### src/shared/fshlt_pkg.sv
// Constants for the transmit sync header stream and parity logic.
// Assumes one 64-bit scrambled payload block per accepted transfer.
package fshlt_pkg;
   // Register byte offsets on APB
   localparam logic [11:0] FSHLT_OFS_CTRL   = 12'h000;
   localparam logic [11:0] FSHLT_OFS_STATUS = 12'h004;
   localparam logic [11:0] FSHLT_OFS_PARITY = 12'h008;
   localparam logic [11:0] FSHLT_OFS_STREAM = 12'h00C;
   localparam logic [11:0] FSHLT_OFS_MBCNT  = 12'h010;
   localparam int          FSHLT_AW         = 12;
   // Control fields
   localparam int          FSHLT_CTRL_EN_BIT = 0;
   localparam int          FSHLT_CTRL_PE_LSB = 4;
   localparam int          FSHLT_PE_W        = 4;
   localparam logic [31:0] FSHLT_CTRL_RST    = 32'h0000_0000;
   // Status fields
   localparam int          FSHLT_ST_RUN_BIT  = 0;
   localparam int          FSHLT_ST_POS_LSB  = 8;
   localparam int          FSHLT_ST_PD_BIT   = 1;
   // Payload and parity geometry
   localparam int          FSHLT_BLK_W      = 64;
   localparam int          FSHLT_PAR_W      = 26;
   localparam logic [25:0] FSHLT_POLY_LOW   = 26'h022_0211;
   localparam int          FSHLT_SH_W       = 32;
   localparam int          FSHLT_POS_W      = 5;
   localparam logic [4:0]  FSHLT_POS_LAST   = 5'h1F;
   localparam int          FSHLT_PAR_HI_N   = 22;
   localparam int          FSHLT_EXT_MULTIBLOCK_END_FLAG_POS  = 22;
   localparam int          FSHLT_P3_POS     = 23;
   localparam int          FSHLT_P2_POS     = 24;
   localparam int          FSHLT_PILOT_LSB  = 27;
   localparam logic [4:0]  FSHLT_PILOT      = 5'h10;
   localparam logic        FSHLT_EXT_MULTIBLOCK_END_FLAG_VAL  = 1'b1;
   // Sync header codes, first transmitted bit on the left
   localparam logic [1:0]  FSHLT_SH_ONE     = 2'h1;
   localparam logic [1:0]  FSHLT_SH_ZERO    = 2'h2;
   localparam int          FSHLT_MBCNT_W    = 16;
   typedef enum logic [0:0] {FSHLT_OFF, FSHLT_RUN} fshlt_state_t;
endpackage : fshlt_pkg

### src/core/fshlt_parity_gen.sv
// Serial parity register for the shortened cyclic code, 64 bits per step.
// Assumes the caller raises last on the 32nd block of each multiblock.
`timescale 1ns/10ps
`default_nettype none
module fshlt_parity_gen
   import fshlt_pkg::*;
(
   input  wire logic                   clk_sys,
   input  wire logic                   nrst,
   input  wire logic                   clr,
   input  wire logic                   step,
   input  wire logic                   last,
   input  wire logic [FSHLT_BLK_W-1:0] din,
   output logic      [FSHLT_PAR_W-1:0] parity_r
);
   logic [FSHLT_PAR_W-1:0] acc_r;
   logic [FSHLT_PAR_W-1:0] acc_nxt;

   // Bit 63 goes first, one register shift per payload bit
   function automatic logic [FSHLT_PAR_W-1:0] fshlt_shift64(input logic [FSHLT_PAR_W-1:0] s,
                                                           input logic [FSHLT_BLK_W-1:0] d);
      logic [FSHLT_PAR_W-1:0] t;
      logic                   fb;
      t = s;
      for (int i = FSHLT_BLK_W - 1; i >= 0; i--) begin
         fb = d[i] ^ t[FSHLT_PAR_W-1];
         t  = {t[FSHLT_PAR_W-2:0], 1'b0} ^ (fb ? FSHLT_POLY_LOW : '0);
      end
      return t;
   endfunction : fshlt_shift64

   assign acc_nxt = fshlt_shift64(acc_r, din);

   always_ff @(posedge clk_sys or negedge nrst) begin
      if (!nrst) begin
         acc_r    <= '0;
         parity_r <= '0;
      end else if (clr) begin
         acc_r    <= '0;
         parity_r <= '0;
      end else if (step) begin
         // Cells restart from zero for the next multiblock
         acc_r <= last ? '0 : acc_nxt;
         if (last) begin
            parity_r <= acc_nxt;
         end
      end
   end
endmodule : fshlt_parity_gen
`default_nettype wire

### src/core/fshlt_link_tx.sv
// Transmit sync header stream builder with parity, enable gating and APB registers.
// Assumes a scrambled 64-bit payload source with valid/ready and an APB master.
//
// Chosen here: the address map and the APB slave port.
`timescale 1ns/10ps
`default_nettype none
// How it works
// - Each 32-block 2048-bit multiblock feeds the 26-bit parity generator.
// - Parity of one multiblock is sent in the next multiblock's stream.
// - First-bit error detection and correction takes at least 58 blocks.
// - Stream holds parity 25..4, end flag at 22, parity 3, parity 2..0.
// - Stream positions 27..30 are zero and 31 is one: the pilot.
// - End flag is one only in the last multiblock of an extended multiblock.
// - Generator polynomial x^26+x^21+x^17+x^9+x^4+1, shortened 2074/2048 code.
// - Only payload bits feed parity; cells cleared before each multiblock.
// - Every block starts with a two-bit sync header holding a transition.
// - Pre-emphasis comes from a setting; larger values mean stronger emphasis.
// - Enable low holds the link in reset, powers down serializers, gates clocks.
// - Stream bit one is sent as header 01, zero as header 10.
// - One multiblock per extended multiblock, so the end flag is always set.
module fshlt_link_tx
   import fshlt_pkg::*;
(
   input  wire logic                   clk_sys,
   input  wire logic                   nrst,
   input  wire logic                   psel,
   input  wire logic                   penable,
   input  wire logic                   pwrite,
   input  wire logic [FSHLT_AW-1:0]    paddr,
   input  wire logic [31:0]            pwdata,
   input  wire logic [3:0]             pstrb,
   output logic                        pready,
   output logic      [31:0]            prdata,
   output logic                        pslverr,
   input  wire logic [FSHLT_BLK_W-1:0] blk_data,
   input  wire logic                   blk_valid,
   output logic                        blk_ready,
   output logic      [FSHLT_BLK_W+1:0] tx_block,
   output logic                        tx_valid,
   output logic                        tx_mb_start,
   output logic      [FSHLT_PE_W-1:0]  serializer_preemphasis_level,
   output logic                        serdes_powerdown,
   output logic                        link_clk_en,
   output logic                        link_reset_n
);
   // Sync header stream in position order, position 0 sent first
   function automatic logic [FSHLT_SH_W-1:0] fshlt_stream(input logic [FSHLT_PAR_W-1:0] p,
                                                         input logic                   ext_multiblock_end_flag);
      logic [FSHLT_SH_W-1:0] s;
      s = '0;
      for (int i = 0; i < FSHLT_PAR_HI_N; i++) begin
         s[i] = p[FSHLT_PAR_W-1-i];
      end
      s[FSHLT_EXT_MULTIBLOCK_END_FLAG_POS] = ext_multiblock_end_flag;
      s[FSHLT_P3_POS]    = p[3];
      for (int i = 0; i < 3; i++) begin
         s[FSHLT_P2_POS+i] = p[2-i];
      end
      // Pilot constant holds position 31 in its top bit, so bit i lands at position 27+i
      for (int i = 0; i < 5; i++) begin
         s[FSHLT_PILOT_LSB+i] = FSHLT_PILOT[i];
      end
      return s;
   endfunction : fshlt_stream

   // Register word read-back selection, shared by all offsets
   function automatic logic fshlt_hit(input logic [FSHLT_AW-1:0] a, input logic [FSHLT_AW-1:0] ofs);
      return (a[FSHLT_AW-1:2] == ofs[FSHLT_AW-1:2]);
   endfunction : fshlt_hit

   fshlt_state_t             state_r;
   fshlt_state_t             state_nxt;
   logic [31:0]              ctrl_r;
   logic [31:0]              ctrl_nxt;
   logic                     pready_r;
   logic [31:0]              prdata_r;
   logic                     pslverr_r;
   logic                     blk_ready_r;
   logic [FSHLT_BLK_W+1:0]   tx_block_r;
   logic                     tx_valid_r;
   logic                     tx_mb_start_r;
   logic [FSHLT_PE_W-1:0]    pe_r;
   logic                     pd_r;
   logic                     clk_en_r;
   logic                     lrst_n_r;
   logic [FSHLT_POS_W-1:0]   pos_r;
   logic [FSHLT_SH_W-1:0]    stream_r;
   logic [FSHLT_MBCNT_W-1:0] mbcnt_r;
   logic [FSHLT_PAR_W-1:0]   parity_word;

   // APB decode
   wire        apb_acc    = psel & penable;
   wire        apb_done   = apb_acc & pready_r;
   wire        hit_ctrl   = fshlt_hit(paddr, FSHLT_OFS_CTRL);
   wire        hit_status = fshlt_hit(paddr, FSHLT_OFS_STATUS);
   wire        hit_parity = fshlt_hit(paddr, FSHLT_OFS_PARITY);
   wire        hit_stream = fshlt_hit(paddr, FSHLT_OFS_STREAM);
   wire        hit_mbcnt  = fshlt_hit(paddr, FSHLT_OFS_MBCNT);
   wire        hit_any    = hit_ctrl | hit_status | hit_parity | hit_stream | hit_mbcnt;
   wire        ctrl_wr    = apb_done & pwrite & hit_ctrl;
   wire        bad_wr     = pwrite & ~hit_ctrl;

   // Byte lanes honoured on the control word
   always_comb begin
      ctrl_nxt = ctrl_r;
      for (int b = 0; b < 4; b++) begin
         if (pstrb[b]) begin
            ctrl_nxt[8*b +: 8] = pwdata[8*b +: 8];
         end
      end
   end

   wire        en_bit     = ctrl_r[FSHLT_CTRL_EN_BIT];
   wire [FSHLT_PE_W-1:0] pe_set = ctrl_r[FSHLT_CTRL_PE_LSB +: FSHLT_PE_W];

   // Link datapath decode
   wire        running    = (state_r == FSHLT_RUN);
   wire        accept     = running & blk_valid & blk_ready_r;
   wire        mb_first   = (pos_r == '0);
   wire        mb_last    = (pos_r == FSHLT_POS_LAST);
   // With one multiblock per extended multiblock every multiblock is the last one
   wire        ext_multiblock_end_flag      = FSHLT_EXT_MULTIBLOCK_END_FLAG_VAL;
   wire [FSHLT_SH_W-1:0] new_stream = fshlt_stream(parity_word, ext_multiblock_end_flag);
   wire [FSHLT_SH_W-1:0] cur_stream = mb_first ? new_stream : stream_r;
   wire        sh_bit     = cur_stream[pos_r];
   wire [1:0]  sh_code    = sh_bit ? FSHLT_SH_ONE : FSHLT_SH_ZERO;

   wire [31:0] status_word = {16'h0000, 3'h0, pos_r, 6'h00, pd_r, running};
   wire [31:0] rd_word = hit_ctrl   ? ctrl_r :
                         hit_status ? status_word :
                         hit_parity ? {6'h00, parity_word} :
                         hit_stream ? stream_r :
                         hit_mbcnt  ? {16'h0000, mbcnt_r} : 32'h0000_0000;

   always_comb begin
      state_nxt = state_r;
      case (state_r)
         FSHLT_OFF: begin
            if (en_bit) begin
               state_nxt = FSHLT_RUN;
            end
         end
         FSHLT_RUN: begin
            if (!en_bit) begin
               state_nxt = FSHLT_OFF;
            end
         end
         default: state_nxt = FSHLT_OFF;
      endcase
   end

   // One wait state so that read data leave a flip-flop
   always_ff @(posedge clk_sys or negedge nrst) begin
      if (!nrst) begin
         pready_r  <= 1'b0;
         prdata_r  <= 32'h0000_0000;
         pslverr_r <= 1'b0;
      end else begin
         pready_r  <= apb_acc & ~pready_r;
         prdata_r  <= (apb_acc & ~pready_r & ~pwrite) ? rd_word : 32'h0000_0000;
         pslverr_r <= apb_acc & ~pready_r & (~hit_any | bad_wr);
      end
   end

   always_ff @(posedge clk_sys or negedge nrst) begin
      if (!nrst) begin
         ctrl_r <= FSHLT_CTRL_RST;
      end else if (ctrl_wr) begin
         ctrl_r <= ctrl_nxt;
      end
   end

   // Enable gating and serializer controls
   always_ff @(posedge clk_sys or negedge nrst) begin
      if (!nrst) begin
         state_r  <= FSHLT_OFF;
         pd_r     <= 1'b1;
         clk_en_r <= 1'b0;
         lrst_n_r <= 1'b0;
         pe_r     <= '0;
      end else begin
         state_r  <= state_nxt;
         pd_r     <= ~en_bit;
         clk_en_r <= en_bit;
         lrst_n_r <= en_bit;
         pe_r     <= pe_set;
      end
   end

   // Block position, stream latch and block output
   always_ff @(posedge clk_sys or negedge nrst) begin
      if (!nrst) begin
         pos_r         <= '0;
         stream_r      <= '0;
         mbcnt_r       <= '0;
         blk_ready_r   <= 1'b0;
         tx_block_r    <= '0;
         tx_valid_r    <= 1'b0;
         tx_mb_start_r <= 1'b0;
      end else if (!running || !en_bit) begin
         // Held in reset while disabled
         pos_r         <= '0;
         stream_r      <= '0;
         mbcnt_r       <= '0;
         blk_ready_r   <= running & en_bit;
         tx_block_r    <= '0;
         tx_valid_r    <= 1'b0;
         tx_mb_start_r <= 1'b0;
      end else begin
         blk_ready_r   <= 1'b1;
         tx_valid_r    <= accept;
         tx_mb_start_r <= accept & mb_first;
         if (accept) begin
            // Header leads the payload; payload goes to parity untouched
            tx_block_r <= {sh_code, blk_data};
            pos_r      <= pos_r + 5'h01;
            if (mb_first) begin
               stream_r <= new_stream;
            end
            if (mb_last) begin
               mbcnt_r <= mbcnt_r + 16'h0001;
            end
         end
      end
   end

   fshlt_parity_gen u_parity (
      .clk_sys  (clk_sys),
      .nrst     (nrst),
      .clr      (~running | ~en_bit),
      .step     (accept),
      .last     (mb_last),
      .din      (blk_data),
      .parity_r (parity_word)
   );

   assign pready                       = pready_r;
   assign prdata                       = prdata_r;
   assign pslverr                      = pslverr_r;
   assign blk_ready                    = blk_ready_r;
   assign tx_block                     = tx_block_r;
   assign tx_valid                     = tx_valid_r;
   assign tx_mb_start                  = tx_mb_start_r;
   assign serializer_preemphasis_level = pe_r;
   assign serdes_powerdown             = pd_r;
   assign link_clk_en                  = clk_en_r;
   assign link_reset_n                 = lrst_n_r;
endmodule : fshlt_link_tx
`default_nettype wire

### config.mk
export PLATFORM = sky130hd
export DESIGN_NAME = fshlt_link_tx
export DESIGN_NICKNAME = d
export VERILOG_FILES = /design/src/shared/fshlt_pkg.sv /design/src/core/fshlt_parity_gen.sv /design/src/core/fshlt_link_tx.sv
export SDC_FILE = /design/constraint.sdc
export NUM_CORES = 1
export LEC_CHECK = 0
export ABC_AREA = 1
export BUFFER_PORTS_ARGS = -buffer_cell sky130_fd_sc_hd__buf_2
export CAP_MARGIN = 25
export CELL_PAD_IN_SITES_DETAIL_PLACEMENT = 1
export CELL_PAD_IN_SITES_GLOBAL_PLACEMENT = 1
export CORE_ASPECT_RATIO = 0.6
export CORE_MARGIN = 3
export CORE_UTILIZATION = 45
export CTS_CLUSTER_DIAMETER = 200
export DETAILED_ROUTE_END_ITERATION = 8
export GPL_TIMING_DRIVEN = 1
export PLACE_DENSITY_LB_ADDON = 0.1
export REMOVE_ABC_BUFFERS = 1
export SLEW_MARGIN = 20
export SYNTH_ARGS = -nofsm -noshare
export SYNTH_HDL_FRONTEND = slang
export SYNTH_SLANG_ARGS = --single-unit
### constraint.sdc
create_clock -name clk_sys -period 5.42 [get_ports clk_sys]
set_input_delay 0.542 -clock clk_sys [delete_from_list [all_inputs] [get_ports clk_sys]]
set_output_delay 0.542 -clock clk_sys [all_outputs]
set_load 0.005 [all_outputs]
=== Word-level counts from Yosys, hierarchy flattened ===
Index checks and enable logic that the tools add are counted.

* Flip-flop bits (word level): 247
* Latch bits: 0
* RAM bits: 0
* Memory bits (read-only): 0
* Bits of input ports: 118
* Output and inout bits: 110
* Logic and storage cells: 288
* Memories: 0

* Add/sub/neg operators: 2
* Multipliers: 0
* Divide/modulo/power cells: 0
* Magnitude comparators: 1
* Equality and inequality tests: 5
* Shift-type cells: 0
* Multiplexer cells: 93
* Bitwise logic cells: 152
* Reduce and logical (&&, ||, !) cells: 15

{| class="wikitable"
|+ Operators by type and width
! kind !! number
|-
| bitwise XOR 26 bit || 64
|-
| 2-to-1 mux 22 bit || 64
|-
| 2-to-1 mux 32 bit || 8
|-
| 2-to-1 mux 26 bit || 6
|-
| 2-to-1 mux 66 bit || 2
|-
| 2-to-1 mux 16 bit || 4
|-
| bitwise XOR 1 bit || 64
|-
| == test 10 x 2 -> 1 bit, second input constant || 2
|-
| adder 16 x 1 -> 16 bit, second input constant || 1
|-
| bitwise AND 1 bit || 12
|-
| AND reduction 2 bit || 6
|-
| == test 10 x 1 -> 1 bit, second input constant || 1
|-
| == test 10 x 3 -> 1 bit, second input constant || 1
|-
| logical NOT 10 bit || 1
|-
| 2-to-1 mux 5 bit || 2
|-
| nonzero test 2 bit || 4
|-
| less-than comparator 5 x 6 -> 1 bit, second input constant || 1
|-
| NOT 1 bit || 6
|-
| OR 1 bit || 6
|-
| adder 5 x 1 -> 5 bit, second input constant || 1
|-
| binary-select mux 1 bit (select 5 bit) || 1
|-
| == test 5 bit, second input constant || 1
|-
| logical NOT 5 bit || 1
|-
| 2-to-1 mux 1 bit || 5
|-
| other kinds (3) || 4
|}

=== Logic depth before layout (Yosys ltp) ===
* Depth after elaboration: 195
* Mapped depth: 48
* Depth with buffers taken out: 48

=== Modules after synthesis ===
A second synthesis with hierarchy kept.

* Cell total of the unflattened synthesis: 1860
* Area total of the unflattened synthesis: 14296.2 µm²

{| class="wikitable"
|+ Modules (own cells, without submodules)
! module !! instances !! cells an instance !! area an instance (µm²) !! seq. area each (µm²)
|-
| fshlt_link_tx || 1 || 937 || 8769.7 || 4855.9
|-
| fshlt_parity_gen || 1 || 923 || 5526.6 || 1301.2
|}

=== Worst setup path before layout ===
No wires, ideal clock.

* Path type: input port to flip-flop
* Start: in blk_data[56]
* End: reg u_parity.parity_r[19]
* Arrival: 3655 ps
* Required time: 5302 ps
* Slack: 1647 ps
* Stages on the path: 41
* Buffers on the path: 0
* Path through: xnor2_1 > nand2_1 > nand2_2 > inv_1 > nand2_1 > nand2_2 > nand2_1 > nand2_1 > nand2_1 > nand2_1 > nand2_1 > nand2_2 > nand2_2 > nand2_1 > nand2_2 > nand2_1 > nand2_1 > nand2_1 > (+5 left out) > nand2_2 > nand2_2 > nand3_1 > nand2_2 > xor2_1 > nand2_1 > nand2_1 > inv_1 > nand2_1 > nand3_1 > nand2_2 > nand2_2 > nand2_1 > nand2_2 > nand2_2 > nand2_1 > nand3_1 > nand2_1

* Word-level cells in the longest chain between the ends: 82
* Elaborated cells between the ends (all ways): 126

{| class="wikitable"
|+ Ends and longest elaborated chain
! what !! RTL line !! RTL
|-
| from (decl) || fshlt_link_tx.sv:35 || <nowiki>input wire logic [FSHLT_BLK_W-1:0] blk_data,</nowiki>
|-
| bitwise XOR 1 bit * || fshlt_parity_gen.sv:26 || <nowiki>fb = d[i] ^ t[FSHLT_PAR_W-1];</nowiki>
|-
| 2-to-1 mux 22 bit * || fshlt_parity_gen.sv:27 || <nowiki>t = {t[FSHLT_PAR_W-2:0], 1'b0} ^ (fb ? FSHLT_POLY_LOW : '0);</nowiki>
|-
| bitwise XOR 26 bit * (5 in a row) || fshlt_parity_gen.sv:27 ||
|-
| bitwise XOR 1 bit or bitwise XOR 26 bit (tied branches) || fshlt_parity_gen.sv:26, fshlt_parity_gen.sv:27 ||
|-
| 2-to-1 mux 22 bit or bitwise XOR 26 bit (tied branches) || fshlt_parity_gen.sv:27 ||
|-
| bitwise XOR 26 bit * (5 in a row) || fshlt_parity_gen.sv:27 ||
|-
| bitwise XOR 1 bit or bitwise XOR 26 bit (tied branches) || fshlt_parity_gen.sv:26, fshlt_parity_gen.sv:27 ||
|-
| 2-to-1 mux 22 bit or bitwise XOR 26 bit (tied branches) || fshlt_parity_gen.sv:27 ||
|-
| (+48 left out) || - ||
|-
| 2-to-1 mux 22 bit or bitwise XOR 26 bit (tied branches) || fshlt_parity_gen.sv:27 ||
|-
| bitwise XOR 26 bit * (9 in a row) || fshlt_parity_gen.sv:27 ||
|-
| bitwise XOR 1 bit || fshlt_parity_gen.sv:26 ||
|-
| 2-to-1 mux 22 bit || fshlt_parity_gen.sv:27 ||
|-
| bitwise XOR 26 bit * (3 in a row) || fshlt_parity_gen.sv:27 ||
|-
| 2-to-1 mux 26 bit * || fshlt_parity_gen.sv:44 || <nowiki>if (last) begin</nowiki>
|-
| 2-to-1 mux 26 bit * || fshlt_parity_gen.sv:41 || <nowiki>end else if (step) begin</nowiki>
|-
| 2-to-1 mux 26 bit * || fshlt_parity_gen.sv:38 || <nowiki>end else if (clr) begin</nowiki>
|-
| to (signal assigned) || fshlt_parity_gen.sv:45 || <nowiki>parity_r <= acc_nxt;</nowiki>
|-
| to (decl) || fshlt_parity_gen.sv:14 || <nowiki>output logic [FSHLT_PAR_W-1:0] parity_r</nowiki>
|}

Mark *: on every way between the ends. The rest lies on a longest branch, timed or not. The select of a mux whose other input is x is not followed.
A chain may end at the register's enable or synchronous reset.

=== Worst setup path in the final report ===
* Start: reg u_parity.acc_r[23]
* End: reg u_parity.acc_r[18]

* Word-level cells in the longest chain between the ends: 93
* Elaborated cells between the ends (all ways): 145

{| class="wikitable"
|+ Ends and longest elaborated chain
! what !! RTL line !! RTL
|-
| from (decl) || fshlt_parity_gen.sv:16 || <nowiki>logic [FSHLT_PAR_W-1:0] acc_r;</nowiki>
|-
| from (signal assigned) || fshlt_parity_gen.sv:43 || <nowiki>acc_r <= last ? '0 : acc_nxt;</nowiki>
|-
| bitwise XOR 26 bit * (2 in a row) || fshlt_parity_gen.sv:27 ||
|-
| bitwise XOR 1 bit * || fshlt_parity_gen.sv:26 ||
|-
| 2-to-1 mux 22 bit * || fshlt_parity_gen.sv:27 ||
|-
| bitwise XOR 26 bit * (5 in a row) || fshlt_parity_gen.sv:27 ||
|-
| bitwise XOR 1 bit || fshlt_parity_gen.sv:26 ||
|-
| 2-to-1 mux 22 bit || fshlt_parity_gen.sv:27 ||
|-
| bitwise XOR 26 bit * (5 in a row) || fshlt_parity_gen.sv:27 ||
|-
| bitwise XOR 1 bit || fshlt_parity_gen.sv:26 ||
|-
| (+63 left out) || - ||
|-
| 2-to-1 mux 22 bit || fshlt_parity_gen.sv:27 ||
|-
| bitwise XOR 26 bit * (5 in a row) || fshlt_parity_gen.sv:27 ||
|-
| bitwise XOR 1 bit || fshlt_parity_gen.sv:26 ||
|-
| 2-to-1 mux 22 bit || fshlt_parity_gen.sv:27 ||
|-
| bitwise XOR 26 bit * (2 in a row) || fshlt_parity_gen.sv:27 ||
|-
| 2-to-1 mux 26 bit * || fshlt_parity_gen.sv:43 ||
|-
| 2-to-1 mux 26 bit * || fshlt_parity_gen.sv:41 ||
|-
| 2-to-1 mux 26 bit * || fshlt_parity_gen.sv:38 ||
|}

Marks and branches as above.

==> results.toml <==
[outcome]
status = "completed"

[setup_path]
worst-path-stages = 40
cp-end-kind = "register"
arrival_ns = 5.50
cp.required_ns = 5.84
worst_path_most_repeated_cell = "nand2_1"
crit_family = "simple AND/OR/NAND/NOR gates"
cpMaxStageDelayCell = "dfrtp_1"
crit_fanout = 4
crit_type = "reg2reg"
crit_buf_inv = 1
startpoint_type = "register"
rr_worst_depth = 40
critical-path-max-stage-delay_ns = 0.46

[timing]
period_needed_ns = 5.07
worst_pin_slew_ns = 1.03
relSlewSlack_pct = 31.3
skew_ns = 0.0195
hold_viol_final = 0
finalSetupViolCount = 0
layout_worst_path_cycle_share_pct = 93.6
finalHoldWorstSlack_ns = 0.0123
final_max_slew_viol_count = 0
fmax_mhz = 197

[floorplanning]
io_pins = 228
start_util_pct = 46.4
die_y_um = 143
core-area_um2 = 30300
rows = 49
fp.dieArea_um2 = 33500
die_w_um = 234

[grt]
overflow = 0
globalRouteTotalUtil_pct = 33.9
grt_pass1_vias = 14700
gr-usage-met1_pct = 50.0
grt_util_met2_pct = 48.7
grt-busiest-layer = "met1"
grt_first_pass_wirelength_mm = 86.3
grt_use_met3_pct = 12.1
grt_max_degree = 106
antenna_found_initial = 2

[synth]
synth.distinct_cells = 43
synth_edf_count = 0
ys_ff_latch = 246
yosys_warnings = 0
synth_area_um2 = 14100
syn_avg_cell_area_um2 = 7.44
seq_area_frac_synth_pct = 43.8
syn_inst = 1892
synth_ff_type = "dfrtp_1"
async_flop_share_pct = 100

[clocking]
cts_tree = "built"
cts_sinks = 246
cts-root-buf = "clkbuf_16"
clock_path_buffers = 3
clk_latency_ns = 0.55
cts.clk_slew.worst_paths_ns = 0.06
htree_levels = 1
cts_buffers = 25

[place]
dp.cells = 2494
port_buffers = 225
dpl.hpwl_mm = 43.6
gp_congestion = 0.952

[drt]
drt_pass1_iterations = 5
vias = 14400
wl_per_cell_um = 22.4
drt-total-wl_mm = 57.1
drcViolationCount = 0
viasPerCell = 5.64
drt_iter0_drc = 1147
antenna_left = 0

[cells_and_area]
final_cell_mix = "nand2_1 (588), inv_1 (253), dfrtp_1 (242), buf_2 (224), o21ai_0 (170)"
fin_nets = 2238
layout-drive-gt1-share_pct = 19.4
syn_to_final_growth_pct = 19.3
layout_commonest_cell = "nand2_1"
final_cells = 2544

[hold_path]
hp-class = "in2async"

[flow_run]
drv_cap = 0
-- cells by family after synthesis --
group	synth area share, %
and+or+nand+nor	27.8
adders and majority gates	0.356
DFF	43.8
AOI/OAI and AO/OA	12.2
buffers and inverters	8.68
xor gates and xnor gates	5.99
muxes	1.20
-- layer usage --
layer / vias to the layer above / routed length (um)
li1: 6540 / -
met1: 7263 / 26800
met5: - / 9
met4: 2 / 773
met3: 55 / 5890
met2: 497 / 23600
-- cell usage after synthesis (2+ instances only) --
cell type    n  area, um2
a21oi_1     26        130
a221oi_1    10       87.6
a22o_1      17        149
a22oi_1      6       45.0
a31oi_1      5       31.3
buf_1        3       11.3
buf_2        2       10.0
clkbuf_1    42        158
clkinv_1     8       30.0
dfrtp_1    245       6130
ha_1         4       50.1
inv_1      253        950
inv_2        9       33.8
mux2_2      15        169
nand2_1    605       2270
nand2_2     42        263
nand3_1    168        841
nand3_2      4       40.0
nand3b_1    18        135
nand4_1      8       50.1
nor2_1      53        199
nor3_1       8       40.0
nor4_1       8       50.1
o2111ai_1    2       17.5
o211ai_1     7       52.6
o21ai_0    170        851
o21ai_1      5       25.0
o221ai_1     6       52.6
o22ai_1     41        257
xnor2_1     12        105
xnor2_2      2       32.5
xor2_1      75        657
xor2_2       3       48.8
-- area by class of cell --
type | instances | area (um2)
clock inverter | 8 | 126
sequential | 246 | 6160
clock buffer | 37 | 721
tap | 408 | 510
multi-input combinational | 1326 | 6940
inverter | 270 | 1010
timing repair buffer | 247 | 1310
fill | 3901 | 13600
antenna | 2 | 5.00
-- metrics by stage --
stage               TNS [ns]  setup WS [ns]  util [%]  area (um2)
floorplan                  0           1.64         -       13900
global placement           0          0.327      51.7       15700
detailed placement  -0.00712       -0.00712      51.7       15700
CTS                        0          0.192      54.5       16500
global route          -0.581        -0.0735      55.3       16800
finish                     0          0.347      55.3       16800
-- what timing repair did --
action | in CTS | in global routing
setup buffers | 0 | 3
endpoints found under the hold margin | 0 | 0
gates resized for setup | 0 | 52
hold buffers | 0 | 0
setup endpoints to repair | 0 | 36
-- registers in the layout, indices dropped and copies added, names as in the netlist, 5 cells and up --
register,flops
ctrl_r,32
stream_r,32
pos_r,5
u_parity.parity_r,26
u_parity.acc_r,26
tx_block,66
prdata,32
mbcnt_r,16
-- final timing paths --
check / from / end / slack [ns]
min: nrst / tx_block[50] / 0.01
min reg2reg: ctrl_r[4] / serializer_preemphasis_level[0] / 0.40
max: u_parity.acc_r[23] / u_parity.acc_r[18] / 0.35
max reg2reg: u_parity.acc_r[23] / u_parity.acc_r[18] / 0.35
min in group clk_sys: pwdata[24] / ctrl_r[24] / 0.21
max in group asynchronous: nrst / tx_block[5] / 4.20
Power is left out: the tool's default activity adds up to more than one toggle a clock period on the data nets, which glitch-free logic cannot reach.
